--- src/core/descrambler_config_regs.svh ---
// register offsets, resets and field positions
`ifndef DESCRAMBLER_CONFIG_REGS_SVH
`define DESCRAMBLER_CONFIG_REGS_SVH
`define OFS_TX_SCRAMBLER_POLYNOMIAL_HIGH    16'h800E
`define OFS_TX_SCRAMBLER_POLYNOMIAL_LOW     16'h800F
`define OFS_RX_DESCR_ENABLES    16'h8019
`define OFS_RX_SEED_HIGH        16'h801C
`define OFS_RX_SEED_LOW         16'h801D
`define OFS_RX_POLY_HIGH        16'h801E
`define OFS_RX_POLY_LOW         16'h801F
`define OFS_AUTO_CHECK_CTRL     16'h8021
`define OFS_LS_TX_FAULT_CHAR    16'h8026
`define OFS_LS_RX_FAULT_CHAR    16'h8027
`define OFS_HS_RX_FAULT_CHAR    16'h8028
`define OFS_STARTUP_STATUS      16'h9020
`define RST_TX_SCRAMBLER_POLYNOMIAL_HIGH    16'h0000
`define RST_TX_SCRAMBLER_POLYNOMIAL_LOW     16'h00C0
`define RST_RX_DESCR_ENABLES    16'hFC00
`define RST_RX_SEED_HIGH        16'h0000
`define RST_RX_SEED_LOW         16'h01FC
`define RST_RX_POLY_HIGH        16'h0000
`define RST_RX_POLY_LOW         16'h00C0
`define RST_AUTO_CHECK_CTRL     16'h000A
`define RST_FAULT_CHAR          10'h2FE
`define RST_TX_SEED             32'h0000_01FC
`define BIT_POSTDEC_EN          0
`define BIT_PREDEC_EN           1
`define BIT_FLATLINE_ON_LOSS    3
`define BIT_SYNC_CHECK_OFF      4
`define BIT_LOSS_CHECK_OFF      5
`define BIT_PLL_CHECK_OFF       6
`define BIT_STARTUP_RUNNING     0
`define FORCED_ZERO_BIT         0
`define FAULT_CHAR_W            10
`endif

--- src/core/descrambler_config_pkg.sv ---
// shared types of the configuration bank
package descrambler_config_pkg;
   typedef struct packed {
      logic [31:0] poly;
      logic [31:0] seed;
      logic        en;
   } scr_cfg_t;
   typedef struct packed {
      logic        pll_check_off;
      logic        loss_check_off;
      logic        sync_check_off;
      logic        flatline_on_loss;
   } auto_ctrl_t;
   typedef enum logic [1:0] {
      ST_RUNNING,
      ST_SETTLING,
      ST_COMPLETE
   } startup_state_t;
endpackage

--- src/core/lfsr_scrambler.sv ---
// polynomial scrambler or self-synchronising descrambler with bypass
module lfsr_scrambler
   import descrambler_config_pkg::*;
#(
   parameter int W          = 20,
   parameter bit DESCRAMBLE = 1'b1
) (
   // clock and reset
   input  wire logic         mclk_in,
   input  wire logic         reset_in,
   // configuration
   input  wire scr_cfg_t     cfg_in,
   // stream
   input  wire logic [W-1:0] data_in,
   input  wire logic         valid_in,
   output logic      [W-1:0] data_out,
   output logic              valid_out
);
   logic [31:0]  state_r;
   logic [31:0]  chain [0:W];
   logic [W-1:0] mixed;

   assign chain[0] = state_r;
   for (genvar i = 0; i < W; i++) begin : g_bit
      wire fb = ^(chain[i] & cfg_in.poly);
      assign mixed[i] = data_in[i] ^ fb;
      // descrambler shifts in line bits so it resyncs itself
      assign chain[i+1] = {chain[i][30:0], DESCRAMBLE ? data_in[i] : mixed[i]};
   end

   always_ff @(posedge mclk_in) begin
      if (reset_in) begin
         state_r   <= 32'h0000_0000;
         data_out  <= '0;
         valid_out <= 1'b0;
      end else begin
         valid_out <= valid_in;
         if (!cfg_in.en)
            state_r <= cfg_in.seed;
         else if (valid_in)
            state_r <= chain[W];
         if (valid_in)
            data_out <= cfg_in.en ? mixed : data_in;
      end
   end
endmodule

--- src/core/fault_char_mux.sv ---
// registered fault-character swap on a fifo error
module fault_char_mux #(
   parameter int W  = 20,
   parameter int CW = 10
) (
   // clock and reset
   input  wire logic          mclk_in,
   input  wire logic          reset_in,
   // fault control
   input  wire logic [CW-1:0] fault_char_in,
   input  wire logic          fifo_err_in,
   // stream
   input  wire logic [W-1:0]  data_in,
   input  wire logic          valid_in,
   output logic       [W-1:0] data_out,
   output logic               valid_out
);
   wire [W-1:0] fill = {(W/CW){fault_char_in}};

   always_ff @(posedge mclk_in) begin
      if (reset_in) begin
         data_out  <= '0;
         valid_out <= 1'b0;
      end else begin
         valid_out <= valid_in | fifo_err_in;
         if (fifo_err_in)
            data_out <= fill;
         else if (valid_in)
            data_out <= data_in;
      end
   end
endmodule

--- src/core/descrambler_config_and_auto_control.sv ---
// channel scrambler configuration, automatic check control and start-up status
`include "descrambler_config_regs.svh"
module descrambler_config_and_auto_control
   import descrambler_config_pkg::*;
#(
   parameter int          SETTLE_CYCLES = 16,
   parameter logic [31:0] TX_SEED       = `RST_TX_SEED
) (
   // clock and reset
   input  wire logic        mclk_in,
   input  wire logic        reset_in,
   // management register port
   input  wire logic [15:0] mgmt_addr_in,
   input  wire logic        mgmt_wr_in,
   input  wire logic [15:0] mgmt_wdata_in,
   input  wire logic        mgmt_rd_in,
   output logic      [15:0] mgmt_rdata_out,
   output logic             mgmt_rvalid_out,
   // transmit scramble enable from the transmit control bank
   input  wire logic        tx_postencoder_scramble_enable_in,
   // transmit path, encoder side to line
   input  wire logic [19:0] tx_enc_word_in,
   input  wire logic        tx_enc_valid_in,
   input  wire logic        ls_tx_fifo_err_in,
   output logic      [19:0] tx_line_word_out,
   output logic             tx_line_valid_out,
   // receive path ahead of the decoder
   input  wire logic [19:0] rx_line_word_in,
   input  wire logic        rx_line_valid_in,
   output logic      [19:0] rx_predec_word_out,
   output logic             rx_predec_valid_out,
   // receive path after the decoder
   input  wire logic [15:0] rx_dec_data_in,
   input  wire logic        rx_dec_valid_in,
   output logic      [15:0] rx_postdec_data_out,
   output logic             rx_postdec_valid_out,
   // highspeed receive fifo output
   input  wire logic [19:0] hs_rx_fifo_word_in,
   input  wire logic        hs_rx_fifo_valid_in,
   input  wire logic        hs_rx_fifo_err_in,
   output logic      [19:0] hs_rx_word_out,
   output logic             hs_rx_valid_out,
   // lowspeed receive fifo output
   input  wire logic [19:0] ls_rx_fifo_word_in,
   input  wire logic        ls_rx_fifo_valid_in,
   input  wire logic        ls_rx_fifo_err_in,
   output logic      [19:0] ls_rx_word_out,
   output logic             ls_rx_valid_out,
   // link health inputs
   input  wire logic        hs_pll_locked_in,
   input  wire logic        hs_signal_loss_in,
   input  wire logic        sync_ok_in,
   input  wire logic        clock_output_pin_sel_hs_in,
   // health and clock control outputs
   output logic             link_healthy_out,
   output logic             clock_output_pin_flatline_out,
   output logic             startup_protocol_running_out
);
   // register storage
   logic [15:0] tx_scrambler_poly_high_r;
   logic [15:0] tx_scrambler_poly_low_r;
   logic [15:0] rx_descrambler_enables_r;
   logic [15:0] rx_descrambler_seed_high_r;
   logic [15:0] rx_descrambler_seed_low_r;
   logic [15:0] rx_descrambler_poly_high_r;
   logic [15:0] rx_descrambler_poly_low_r;
   logic [15:0] automatic_check_control_r;
   logic [9:0]  lowspeed_tx_fault_char_r;
   logic [9:0]  lowspeed_rx_fault_char_r;
   logic [9:0]  highspeed_rx_fault_char_r;

   // address decode
   wire hit_tx_poly_high = mgmt_addr_in == `OFS_TX_SCRAMBLER_POLYNOMIAL_HIGH;
   wire hit_tx_poly_low  = mgmt_addr_in == `OFS_TX_SCRAMBLER_POLYNOMIAL_LOW;
   wire hit_rx_enables   = mgmt_addr_in == `OFS_RX_DESCR_ENABLES;
   wire hit_seed_high    = mgmt_addr_in == `OFS_RX_SEED_HIGH;
   wire hit_seed_low     = mgmt_addr_in == `OFS_RX_SEED_LOW;
   wire hit_poly_high    = mgmt_addr_in == `OFS_RX_POLY_HIGH;
   wire hit_poly_low     = mgmt_addr_in == `OFS_RX_POLY_LOW;
   wire hit_auto_ctrl    = mgmt_addr_in == `OFS_AUTO_CHECK_CTRL;
   wire hit_ls_tx_char   = mgmt_addr_in == `OFS_LS_TX_FAULT_CHAR;
   wire hit_ls_rx_char   = mgmt_addr_in == `OFS_LS_RX_FAULT_CHAR;
   wire hit_hs_rx_char   = mgmt_addr_in == `OFS_HS_RX_FAULT_CHAR;
   wire hit_status       = mgmt_addr_in == `OFS_STARTUP_STATUS;

   // bit zero of low polynomial and seed halves cannot be written high
   wire [15:0] wdata_even = {mgmt_wdata_in[15:1], 1'b0};
   wire [9:0]  wdata_char = mgmt_wdata_in[`FAULT_CHAR_W-1:0];

   always_ff @(posedge mclk_in) begin
      if (reset_in) begin
         tx_scrambler_poly_high_r   <= `RST_TX_SCRAMBLER_POLYNOMIAL_HIGH;
         tx_scrambler_poly_low_r    <= `RST_TX_SCRAMBLER_POLYNOMIAL_LOW;
         rx_descrambler_enables_r   <= `RST_RX_DESCR_ENABLES;
         rx_descrambler_seed_high_r <= `RST_RX_SEED_HIGH;
         rx_descrambler_seed_low_r  <= `RST_RX_SEED_LOW;
         rx_descrambler_poly_high_r <= `RST_RX_POLY_HIGH;
         rx_descrambler_poly_low_r  <= `RST_RX_POLY_LOW;
         automatic_check_control_r  <= `RST_AUTO_CHECK_CTRL;
         lowspeed_tx_fault_char_r   <= `RST_FAULT_CHAR;
         lowspeed_rx_fault_char_r   <= `RST_FAULT_CHAR;
         highspeed_rx_fault_char_r  <= `RST_FAULT_CHAR;
      end else if (mgmt_wr_in) begin
         if (hit_tx_poly_high)
            tx_scrambler_poly_high_r <= mgmt_wdata_in;
         if (hit_tx_poly_low)
            tx_scrambler_poly_low_r <= wdata_even;
         if (hit_rx_enables)
            rx_descrambler_enables_r <= mgmt_wdata_in;
         if (hit_seed_high)
            rx_descrambler_seed_high_r <= mgmt_wdata_in;
         if (hit_seed_low)
            rx_descrambler_seed_low_r <= wdata_even;
         if (hit_poly_high)
            rx_descrambler_poly_high_r <= mgmt_wdata_in;
         if (hit_poly_low)
            rx_descrambler_poly_low_r <= wdata_even;
         if (hit_auto_ctrl)
            automatic_check_control_r <= mgmt_wdata_in;
         if (hit_ls_tx_char)
            lowspeed_tx_fault_char_r <= wdata_char;
         if (hit_ls_rx_char)
            lowspeed_rx_fault_char_r <= wdata_char;
         if (hit_hs_rx_char)
            highspeed_rx_fault_char_r <= wdata_char;
      end
   end

   // field views
   auto_ctrl_t auto_ctrl;
   assign auto_ctrl.pll_check_off    = automatic_check_control_r[`BIT_PLL_CHECK_OFF];
   assign auto_ctrl.loss_check_off   = automatic_check_control_r[`BIT_LOSS_CHECK_OFF];
   assign auto_ctrl.sync_check_off   = automatic_check_control_r[`BIT_SYNC_CHECK_OFF];
   assign auto_ctrl.flatline_on_loss = automatic_check_control_r[`BIT_FLATLINE_ON_LOSS];

   wire [31:0] tx_scrambler_polynomial = {tx_scrambler_poly_high_r, tx_scrambler_poly_low_r};
   wire [31:0] rx_descramble_seed = {rx_descrambler_seed_high_r, rx_descrambler_seed_low_r};
   wire [31:0] rx_descramble_polynomial =
      {rx_descrambler_poly_high_r, rx_descrambler_poly_low_r};
   wire rx_predecoder_descramble_enable  = rx_descrambler_enables_r[`BIT_PREDEC_EN];
   wire rx_postdecoder_descramble_enable = rx_descrambler_enables_r[`BIT_POSTDEC_EN];

   scr_cfg_t tx_cfg;
   scr_cfg_t rx20_cfg;
   scr_cfg_t rx16_cfg;
   assign tx_cfg   = '{poly: tx_scrambler_polynomial, seed: TX_SEED,
                       en: tx_postencoder_scramble_enable_in};
   assign rx20_cfg = '{poly: rx_descramble_polynomial, seed: rx_descramble_seed,
                       en: rx_predecoder_descramble_enable};
   // an all-zero seed does not stall the descrambler, which refills from line bits; reset loads 0x000001FC
   assign rx16_cfg = '{poly: rx_descramble_polynomial, seed: rx_descramble_seed,
                       en: rx_postdecoder_descramble_enable};

   // automatic checks; each off bit masks its own condition
   wire pll_ok  = auto_ctrl.pll_check_off | hs_pll_locked_in;
   wire loss_ok = auto_ctrl.loss_check_off | ~hs_signal_loss_in;
   wire sync_ok = auto_ctrl.sync_check_off | sync_ok_in;
   wire healthy = pll_ok & loss_ok & sync_ok;

   // start-up protocol sequencer
   startup_state_t state_r;
   startup_state_t state_nxt;
   logic [$clog2(SETTLE_CYCLES+1)-1:0] settle_r;
   localparam logic [$clog2(SETTLE_CYCLES+1)-1:0] SETTLE_LAST =
      ($clog2(SETTLE_CYCLES+1))'(SETTLE_CYCLES - 1);
   wire settle_done = settle_r == SETTLE_LAST;

   always_comb begin
      state_nxt = state_r;
      case (state_r)
         ST_RUNNING:
            if (healthy)
               state_nxt = ST_SETTLING;
         ST_SETTLING:
            if (!healthy)
               state_nxt = ST_RUNNING;
            else if (settle_done)
               state_nxt = ST_COMPLETE;
         ST_COMPLETE:
            // a health drop restarts the whole protocol
            if (!healthy)
               state_nxt = ST_RUNNING;
         default:
            state_nxt = ST_RUNNING;
      endcase
   end

   always_ff @(posedge mclk_in) begin
      if (reset_in) begin
         state_r  <= ST_RUNNING;
         settle_r <= '0;
      end else begin
         state_r  <= state_nxt;
         settle_r <= (state_r == ST_SETTLING) ? settle_r + 1'b1 : '0;
      end
   end

   wire startup_running = state_r != ST_COMPLETE;

   // health and clock control outputs, registered
   always_ff @(posedge mclk_in) begin
      if (reset_in) begin
         link_healthy_out              <= 1'b0;
         clock_output_pin_flatline_out <= 1'b0;
         startup_protocol_running_out  <= 1'b1;
      end else begin
         link_healthy_out              <= healthy;
         // only meaningful while the pin carries the recovered byte clock
         clock_output_pin_flatline_out <= auto_ctrl.flatline_on_loss & hs_signal_loss_in
                                          & clock_output_pin_sel_hs_in;
         startup_protocol_running_out  <= startup_running;
      end
   end

   // read mux; unmapped addresses read zero
   logic [15:0] rdata_sel;
   always_comb begin
      rdata_sel = 16'h0000;
      case (1'b1)
         hit_tx_poly_high: rdata_sel = tx_scrambler_poly_high_r;
         hit_tx_poly_low:  rdata_sel = tx_scrambler_poly_low_r;
         hit_rx_enables:   rdata_sel = rx_descrambler_enables_r;
         hit_seed_high:    rdata_sel = rx_descrambler_seed_high_r;
         hit_seed_low:     rdata_sel = rx_descrambler_seed_low_r;
         hit_poly_high:    rdata_sel = rx_descrambler_poly_high_r;
         hit_poly_low:     rdata_sel = rx_descrambler_poly_low_r;
         hit_auto_ctrl:    rdata_sel = automatic_check_control_r;
         hit_ls_tx_char:   rdata_sel = {6'h00, lowspeed_tx_fault_char_r};
         hit_ls_rx_char:   rdata_sel = {6'h00, lowspeed_rx_fault_char_r};
         hit_hs_rx_char:   rdata_sel = {6'h00, highspeed_rx_fault_char_r};
         hit_status:       rdata_sel = {15'h0000, startup_running};
         default:          rdata_sel = 16'h0000;
      endcase
   end

   always_ff @(posedge mclk_in) begin
      if (reset_in) begin
         mgmt_rdata_out  <= 16'h0000;
         mgmt_rvalid_out <= 1'b0;
      end else begin
         mgmt_rvalid_out <= mgmt_rd_in;
         if (mgmt_rd_in)
            mgmt_rdata_out <= rdata_sel;
      end
   end

   // transmit: scrambler after the encoder, then fault swap
   logic [19:0] tx_scr_word;
   logic        tx_scr_valid;
   lfsr_scrambler #(.W(20), .DESCRAMBLE(1'b0)) u_tx_scr (
      .mclk_in   (mclk_in),
      .reset_in  (reset_in),
      .cfg_in    (tx_cfg),
      .data_in   (tx_enc_word_in),
      .valid_in  (tx_enc_valid_in),
      .data_out  (tx_scr_word),
      .valid_out (tx_scr_valid)
   );

   fault_char_mux #(.W(20), .CW(`FAULT_CHAR_W)) u_tx_fault (
      .mclk_in       (mclk_in),
      .reset_in      (reset_in),
      .fault_char_in (lowspeed_tx_fault_char_r),
      .fifo_err_in   (ls_tx_fifo_err_in),
      .data_in       (tx_scr_word),
      .valid_in      (tx_scr_valid),
      .data_out      (tx_line_word_out),
      .valid_out     (tx_line_valid_out)
   );

   // receive: 20-bit descrambler ahead of the decoder
   lfsr_scrambler #(.W(20), .DESCRAMBLE(1'b1)) u_rx20 (
      .mclk_in   (mclk_in),
      .reset_in  (reset_in),
      .cfg_in    (rx20_cfg),
      .data_in   (rx_line_word_in),
      .valid_in  (rx_line_valid_in),
      .data_out  (rx_predec_word_out),
      .valid_out (rx_predec_valid_out)
   );

   // receive: 16-bit descrambler after the decoder
   lfsr_scrambler #(.W(16), .DESCRAMBLE(1'b1)) u_rx16 (
      .mclk_in   (mclk_in),
      .reset_in  (reset_in),
      .cfg_in    (rx16_cfg),
      .data_in   (rx_dec_data_in),
      .valid_in  (rx_dec_valid_in),
      .data_out  (rx_postdec_data_out),
      .valid_out (rx_postdec_valid_out)
   );

   fault_char_mux #(.W(20), .CW(`FAULT_CHAR_W)) u_hs_rx_fault (
      .mclk_in       (mclk_in),
      .reset_in      (reset_in),
      .fault_char_in (highspeed_rx_fault_char_r),
      .fifo_err_in   (hs_rx_fifo_err_in),
      .data_in       (hs_rx_fifo_word_in),
      .valid_in      (hs_rx_fifo_valid_in),
      .data_out      (hs_rx_word_out),
      .valid_out     (hs_rx_valid_out)
   );

   fault_char_mux #(.W(20), .CW(`FAULT_CHAR_W)) u_ls_rx_fault (
      .mclk_in       (mclk_in),
      .reset_in      (reset_in),
      .fault_char_in (lowspeed_rx_fault_char_r),
      .fifo_err_in   (ls_rx_fifo_err_in),
      .data_in       (ls_rx_fifo_word_in),
      .valid_in      (ls_rx_fifo_valid_in),
      .data_out      (ls_rx_word_out),
      .valid_out     (ls_rx_valid_out)
   );
endmodule

--- config.mk ---
export PLATFORM = sky130hd
export DESIGN_NAME = descrambler_config_and_auto_control
export DESIGN_NICKNAME = d
export VERILOG_FILES = /design/src/core/descrambler_config_pkg.sv /design/src/core/lfsr_scrambler.sv /design/src/core/fault_char_mux.sv /design/src/core/descrambler_config_and_auto_control.sv
export VERILOG_INCLUDE_DIRS = /design/src /design/src/core
export SDC_FILE = /design/constraint.sdc
export NUM_CORES = 2
export LEC_CHECK = 0
export BUFFER_PORTS_ARGS = -buffer_cell sky130_fd_sc_hd__buf_2
export CAP_MARGIN = 10
export CORE_ASPECT_RATIO = 0.75
export CORE_MARGIN = 3
export CORE_UTILIZATION = 40
export DETAILED_ROUTE_END_ITERATION = 8
export SLEW_MARGIN = 5
export SYNTH_ARGS = -nofsm -noshare
export SYNTH_HDL_FRONTEND = slang
export SYNTH_SLANG_ARGS = --single-unit
export TNS_END_PERCENT = 50
--- constraint.sdc ---
create_clock -name mclk_in -period 10.7 [get_ports mclk_in]
set_clock_uncertainty 0.1 [all_clocks]
set_input_delay 1.07 -clock mclk_in [delete_from_list [all_inputs] [get_ports mclk_in]]
set_output_delay 1.07 -clock mclk_in [all_outputs]
set_load 0.02 [all_outputs]
==> impl_metrics.prom <==
# TYPE chip_impl_metric gauge
chip_impl_metric{name="synth_async_sr_flop_share",unit=""} 0
chip_impl_metric{name="die-width",unit="microns"} 373
chip_impl_metric{name="synth_nets",unit=""} 5948
chip_impl_metric{name="synth.avg_cell_area",unit="sq um"} 6.96
chip_impl_metric{name="grt_pass1_wl",unit="microns"} 247000
chip_impl_metric{name="cp_data_required_time",unit="ns"} 11.16
chip_impl_metric{name="number_of_detailed_routing_iterations_run_before_antenna_repair",unit=""} 6
chip_impl_metric{name="place_congestion",unit=""} 0.917
chip_impl_metric{name="cap_viol_max_count",unit=""} 0
chip_impl_info{name="rsz0062_at_grt",value="no"} 1
chip_impl_info{name="setup.worst_path.class",value="reg2reg"} 1
chip_impl_metric{name="drt_drc_violations_left",unit=""} 0
chip_impl_metric{name="synth_top_area_share",unit=""} 0.269
chip_impl_info{name="cp_capture_type",value="flop"} 1
chip_impl_metric{name="post_drt_via_cell_ratio",unit=""} 5.58
chip_impl_metric{name="clock_power_share",unit=""} 0.328
chip_impl_metric{name="grt_start_max_net_pins",unit=""} 98
chip_impl_info{name="cts_root_buffer",value="sky130_fd_sc_hd__clkbuf_16"} 1
chip_impl_info{name="synth_area_leaders",value="sky130_fd_sc_hd__xnor2_1 27%, sky130_fd_sc_hd__dfxtp_1 20%, sky130_fd_sc_hd__nand2_1 19%, sky130_fd_sc_hd__xor2_1 9.2%, sky130_fd_sc_hd__clkbuf_1 3.3%"} 1
chip_impl_metric{name="hold_viol_final",unit=""} 0
chip_impl_metric{name="floorplan.initialDensity",unit=""} 0.405
chip_impl_info{name="outcome",value="complete, no violations"} 1
chip_impl_info{name="hold_path.class",value="reg2reg"} 1
chip_impl_metric{name="max_freq",unit="GHz"} 0.130
chip_impl_metric{name="overall_track_demand_over_capacity_in_global_routing",unit=""} 0.307
chip_impl_info{name="synth_top_cell_by_area",value="sky130_fd_sc_hd__xnor2_1"} 1
chip_impl_metric{name="ioPinCount",unit=""} 266
chip_impl_metric{name="r2r.worst_path.cells",unit=""} 24
chip_impl_metric{name="worst_ep_arrival_time",unit="ns"} 8.13
chip_impl_info{name="start_kind",value="flop"} 1
chip_impl_metric{name="tritoncts_sink_count",unit=""} 400
chip_impl_metric{name="timing.hold.worst_path_depth",unit=""} 1
chip_impl_metric{name="grt_use_met2",unit=""} 0.452
chip_impl_metric{name="setup_viol",unit=""} 0
chip_impl_metric{name="hold_buffers",unit=""} 0
chip_impl_metric{name="initial_antenna_violation_count",unit=""} 7
chip_impl_metric{name="worst_skew_pair.late_latency",unit="ns"} 0.65
chip_impl_metric{name="final_total_negative_setup_slack",unit="ns"} 0
chip_impl_metric{name="yosysSeqAreaShare",unit=""} 0.198
chip_impl_metric{name="final_net_count",unit=""} 5844
chip_impl_metric{name="synthesis.area",unit="sq mm"} 0.0404
chip_impl_metric{name="routed_wirelength",unit="microns"} 167000
chip_impl_metric{name="switching_power",unit="uW"} 1920
chip_impl_metric{name="postSynthRegisterBits",unit=""} 400
chip_impl_metric{name="p_leak",unit="uW"} 0.0141
chip_impl_metric{name="timing_max_transition_violations_final",unit=""} 0
chip_impl_metric{name="p_comb_frac",unit=""} 0.362
chip_impl_metric{name="worst-r2r-setup-slack",unit="ns"} 3.03
chip_impl_metric{name="seq_power_share",unit=""} 0.310
chip_impl_metric{name="detailed_place_hpwl",unit="microns"} 104000
chip_impl_metric{name="max-vdd-ir-drop",unit="uV"} 120
chip_impl_metric{name="post_route_cells_drive_above_1_share",unit=""} 0.0952
chip_impl_metric{name="clk_path_buf_depth",unit=""} 3
chip_impl_info{name="cts_tree",value="built"} 1
chip_impl_metric{name="netlist-cell-type-count",unit=""} 67
chip_impl_metric{name="dr.first_iter.drc_count",unit=""} 5401
chip_impl_metric{name="post_synth_edffs",unit=""} 0
chip_impl_metric{name="route.vias.total",unit=""} 39400
chip_impl_metric{name="flow.area_growth_from_synthesis",unit="%"} 8.42
chip_impl_metric{name="core-area",unit="sq mm"} 0.0997
chip_impl_metric{name="rows",unit=""} 100
chip_impl_metric{name="tightest_slew",unit="ns"} 1.36
chip_impl_metric{name="fp.dieArea",unit="sq mm"} 0.105
chip_impl_metric{name="worstPathMaxFanout",unit=""} 24
chip_impl_metric{name="power_per_cell_area",unit="mW/mm^2"} 121
chip_impl_info{name="most_repeated_cell_in_the_gate_level_netlist_after_synthesis",value="sky130_fd_sc_hd__nand2_1"} 1
chip_impl_metric{name="met3_global_route_usage",unit=""} 0.0848
chip_impl_metric{name="tritoncts_buffer_count",unit=""} 48
chip_impl_info{name="leading_register_cell_type_out_of_synthesis",value="sky130_fd_sc_hd__dfxtp_1"} 1
chip_impl_metric{name="h_tree_level_count",unit=""} 2
chip_impl_metric{name="worst_slew_margin_rel",unit=""} 0.0909
chip_impl_metric{name="p_int",unit="uW"} 3370
chip_impl_metric{name="vias_in_the_first_global_route",unit=""} 37600
chip_impl_info{name="grt_most_used_layer",value="met2"} 1
chip_impl_metric{name="portBuffers",unit=""} 265
chip_impl_metric{name="finalWorstPathRequiredPeriod",unit="ns"} 7.67
chip_impl_metric{name="wl_per_cell",unit="microns"} 23.7
chip_impl_metric{name="yosys_warnings",unit=""} 0
chip_impl_metric{name="layout_setup_ws",unit="ns"} 3.03
chip_impl_metric{name="post_cts_resize_count",unit=""} 0
chip_impl_metric{name="ant_nets",unit=""} 0
chip_impl_info{name="synth.cells.most_frequent",value="2,086 x sky130_fd_sc_hd__nand2_1, 1,240 x sky130_fd_sc_hd__xnor2_1, 424 x sky130_fd_sc_hd__xor2_1"} 1
chip_impl_metric{name="post-cts-setup-buffer-count",unit=""} 0
chip_impl_metric{name="placement.cell_area",unit="sq mm"} 0.0421
chip_impl_metric{name="post-layout-total-power",unit="uW"} 5280
chip_impl_metric{name="clk_pin_slew_worst_paths",unit="ns"} 0.06
chip_impl_metric{name="period_share",unit=""} 0.717
chip_impl_metric{name="final_design_area_no_fill",unit="sq mm"} 0.0438
chip_impl_metric{name="synth_cells",unit=""} 5801
chip_impl_metric{name="filler_cell_count",unit=""} 10200
chip_impl_metric{name="die_height",unit="microns"} 281
chip_impl_metric{name="overflow",unit=""} 0
chip_impl_metric{name="preCtsSetupSlack",unit="ns"} 3.26
chip_impl_metric{name="power.switching_fraction",unit=""} 0.363
chip_impl_metric{name="grt.met1_usage",unit=""} 0.429
chip_impl_metric{name="fin_util",unit=""} 0.439
## kinds of logic after synthesis
logic type / synth area share
compound gates: 0.0752
buf+inv: 0.0556
fa+ha+maj: 0.000620
xor+xnor: 0.387
mux: 0.0438
flops: 0.198
simple gates: 0.239
## stage by stage
stage          hold slack, ns  instances
6_report                0.344       7061
5_1_grt                 0.371       7060
4_1_cts                 0.354       7059
3_5_place_dp            0.339       6972
3_3_place_gp            0.334       6972
2_1_floorplan           0.318       5801
## layout make-up
class                   instances  area (sq um)  area share
diodes                          1          2.50   0.0000572
clock buffers                  67          1370      0.0314
clock inverters                20           277     0.00632
inverters                      40           150     0.00343
multi-input cells            4834         30200       0.689
flip-flops and latches        400          8020       0.183
well taps                    1326          1660      0.0379
repair buffers                373          2150      0.0491
## worst paths after layout
check | from | to
hold reg to reg | settle_r[0] | settle_r[0]
setup / recovery | tx_scrambler_poly_high_r[8] | u_tx_scr.data_out[19]
hold / removal | settle_r[0] | settle_r[0]
setup reg to reg | tx_scrambler_poly_high_r[8] | u_tx_scr.data_out[19]
## flip-flops by register name, indices dropped and copies added (netlist names), 2 cells and up
register	flops
automatic_check_control_r	16
highspeed_rx_fault_char_r	10
lowspeed_rx_fault_char_r	10
lowspeed_tx_fault_char_r	10
mgmt_rdata_out	16
rx_descrambler_enables_r	16
rx_descrambler_poly_high_r	16
rx_descrambler_poly_low_r	15
rx_descrambler_seed_high_r	16
rx_descrambler_seed_low_r	15
settle_r	5
state_r	2
tx_scrambler_poly_high_r	16
tx_scrambler_poly_low_r	15
u_hs_rx_fault.data_out	20
u_ls_rx_fault.data_out	20
u_rx16.data_out	16
u_rx16.state_r	32
u_rx20.data_out	20
u_rx20.state_r	32
u_tx_fault.data_out	20
u_tx_scr.data_out	20
u_tx_scr.state_r	32
## per-layer routing
metal | part of all wire | wire [microns] | vias up
li1 | - | - | 17800
met1 | 0.42 | 69900 | 18400
met2 | 0.41 | 68500 | 2735
met3 | 0.14 | 23100 | 488
met4 | 0.036 | 5980 | 8
met5 | 0.00029 | 48 | -
## worst max-delay path, cell delays in order (launching register included)
cell,delay [ns]
sky130_fd_sc_hd__dfxtp_1,1.14
sky130_fd_sc_hd__nand2_1,0.18
sky130_fd_sc_hd__xor2_1,0.23
sky130_fd_sc_hd__xnor2_1,0.21
sky130_fd_sc_hd__xnor2_1,0.16
sky130_fd_sc_hd__xnor2_1,0.19
sky130_fd_sc_hd__xnor2_2,0.14
sky130_fd_sc_hd__buf_4,0.31
sky130_fd_sc_hd__a21oi_1,0.15
sky130_fd_sc_hd__or4_1,0.53
sky130_fd_sc_hd__a21oi_1,0.23
sky130_fd_sc_hd__xnor3_1,0.61
sky130_fd_sc_hd__xnor3_2,0.56
sky130_fd_sc_hd__nand2_1,0.10
sky130_fd_sc_hd__xor3_2,0.44
sky130_fd_sc_hd__nand2_1,0.11
sky130_fd_sc_hd__xnor3_1,0.45
sky130_fd_sc_hd__nor3_4,0.32
sky130_fd_sc_hd__o21ai_1,0.13
sky130_fd_sc_hd__xnor2_1,0.34
sky130_fd_sc_hd__nand2_1,0.11
sky130_fd_sc_hd__xnor2_1,0.21
sky130_fd_sc_hd__nand3_1,0.12
sky130_fd_sc_hd__a311o_1,0.36
sky130_fd_sc_hd__a21oi_1,0.13
## power groups by stage
stage | logic, uW | clock network (uW) | registers (uW)
5_1_grt | 2020 | 1820 | 1640
3_5_place_dp | 1860 | 0 | 1660
6_report | 1910 | 1740 | 1640
3_3_place_gp | 1850 | 0 | 1660
2_1_floorplan | 1410 | 0 | 1660
4_1_cts | 1880 | 1760 | 1630
## layout by cell type (no fill, tap or decap), types with 10 or more instances in the layout
cell and count:
sky130_fd_sc_hd__a211o_1 11, sky130_fd_sc_hd__buf_4 109, sky130_fd_sc_hd__a221oi_1 10, sky130_fd_sc_hd__nand3_1 12, sky130_fd_sc_hd__nor2_1 267, sky130_fd_sc_hd__nand3b_1 35, sky130_fd_sc_hd__xor2_1 424, sky130_fd_sc_hd__inv_1 40
sky130_fd_sc_hd__o21a_1 62, sky130_fd_sc_hd__a211oi_1 106, sky130_fd_sc_hd__mux2i_1 107, sky130_fd_sc_hd__mux2_2 62, sky130_fd_sc_hd__and2_1 13, sky130_fd_sc_hd__a21oi_1 177, sky130_fd_sc_hd__nand2_1 2086, sky130_fd_sc_hd__a22oi_1 11
sky130_fd_sc_hd__nand2b_1 10, sky130_fd_sc_hd__clkbuf_8 10, sky130_fd_sc_hd__buf_2 263, sky130_fd_sc_hd__xnor2_1 1239, sky130_fd_sc_hd__o21ai_0 37, sky130_fd_sc_hd__xnor3_1 34, sky130_fd_sc_hd__clkbuf_16 48, sky130_fd_sc_hd__nor3_1 16
sky130_fd_sc_hd__dfxtp_1 391
Note: power is estimated with default switching activity, not from simulation.
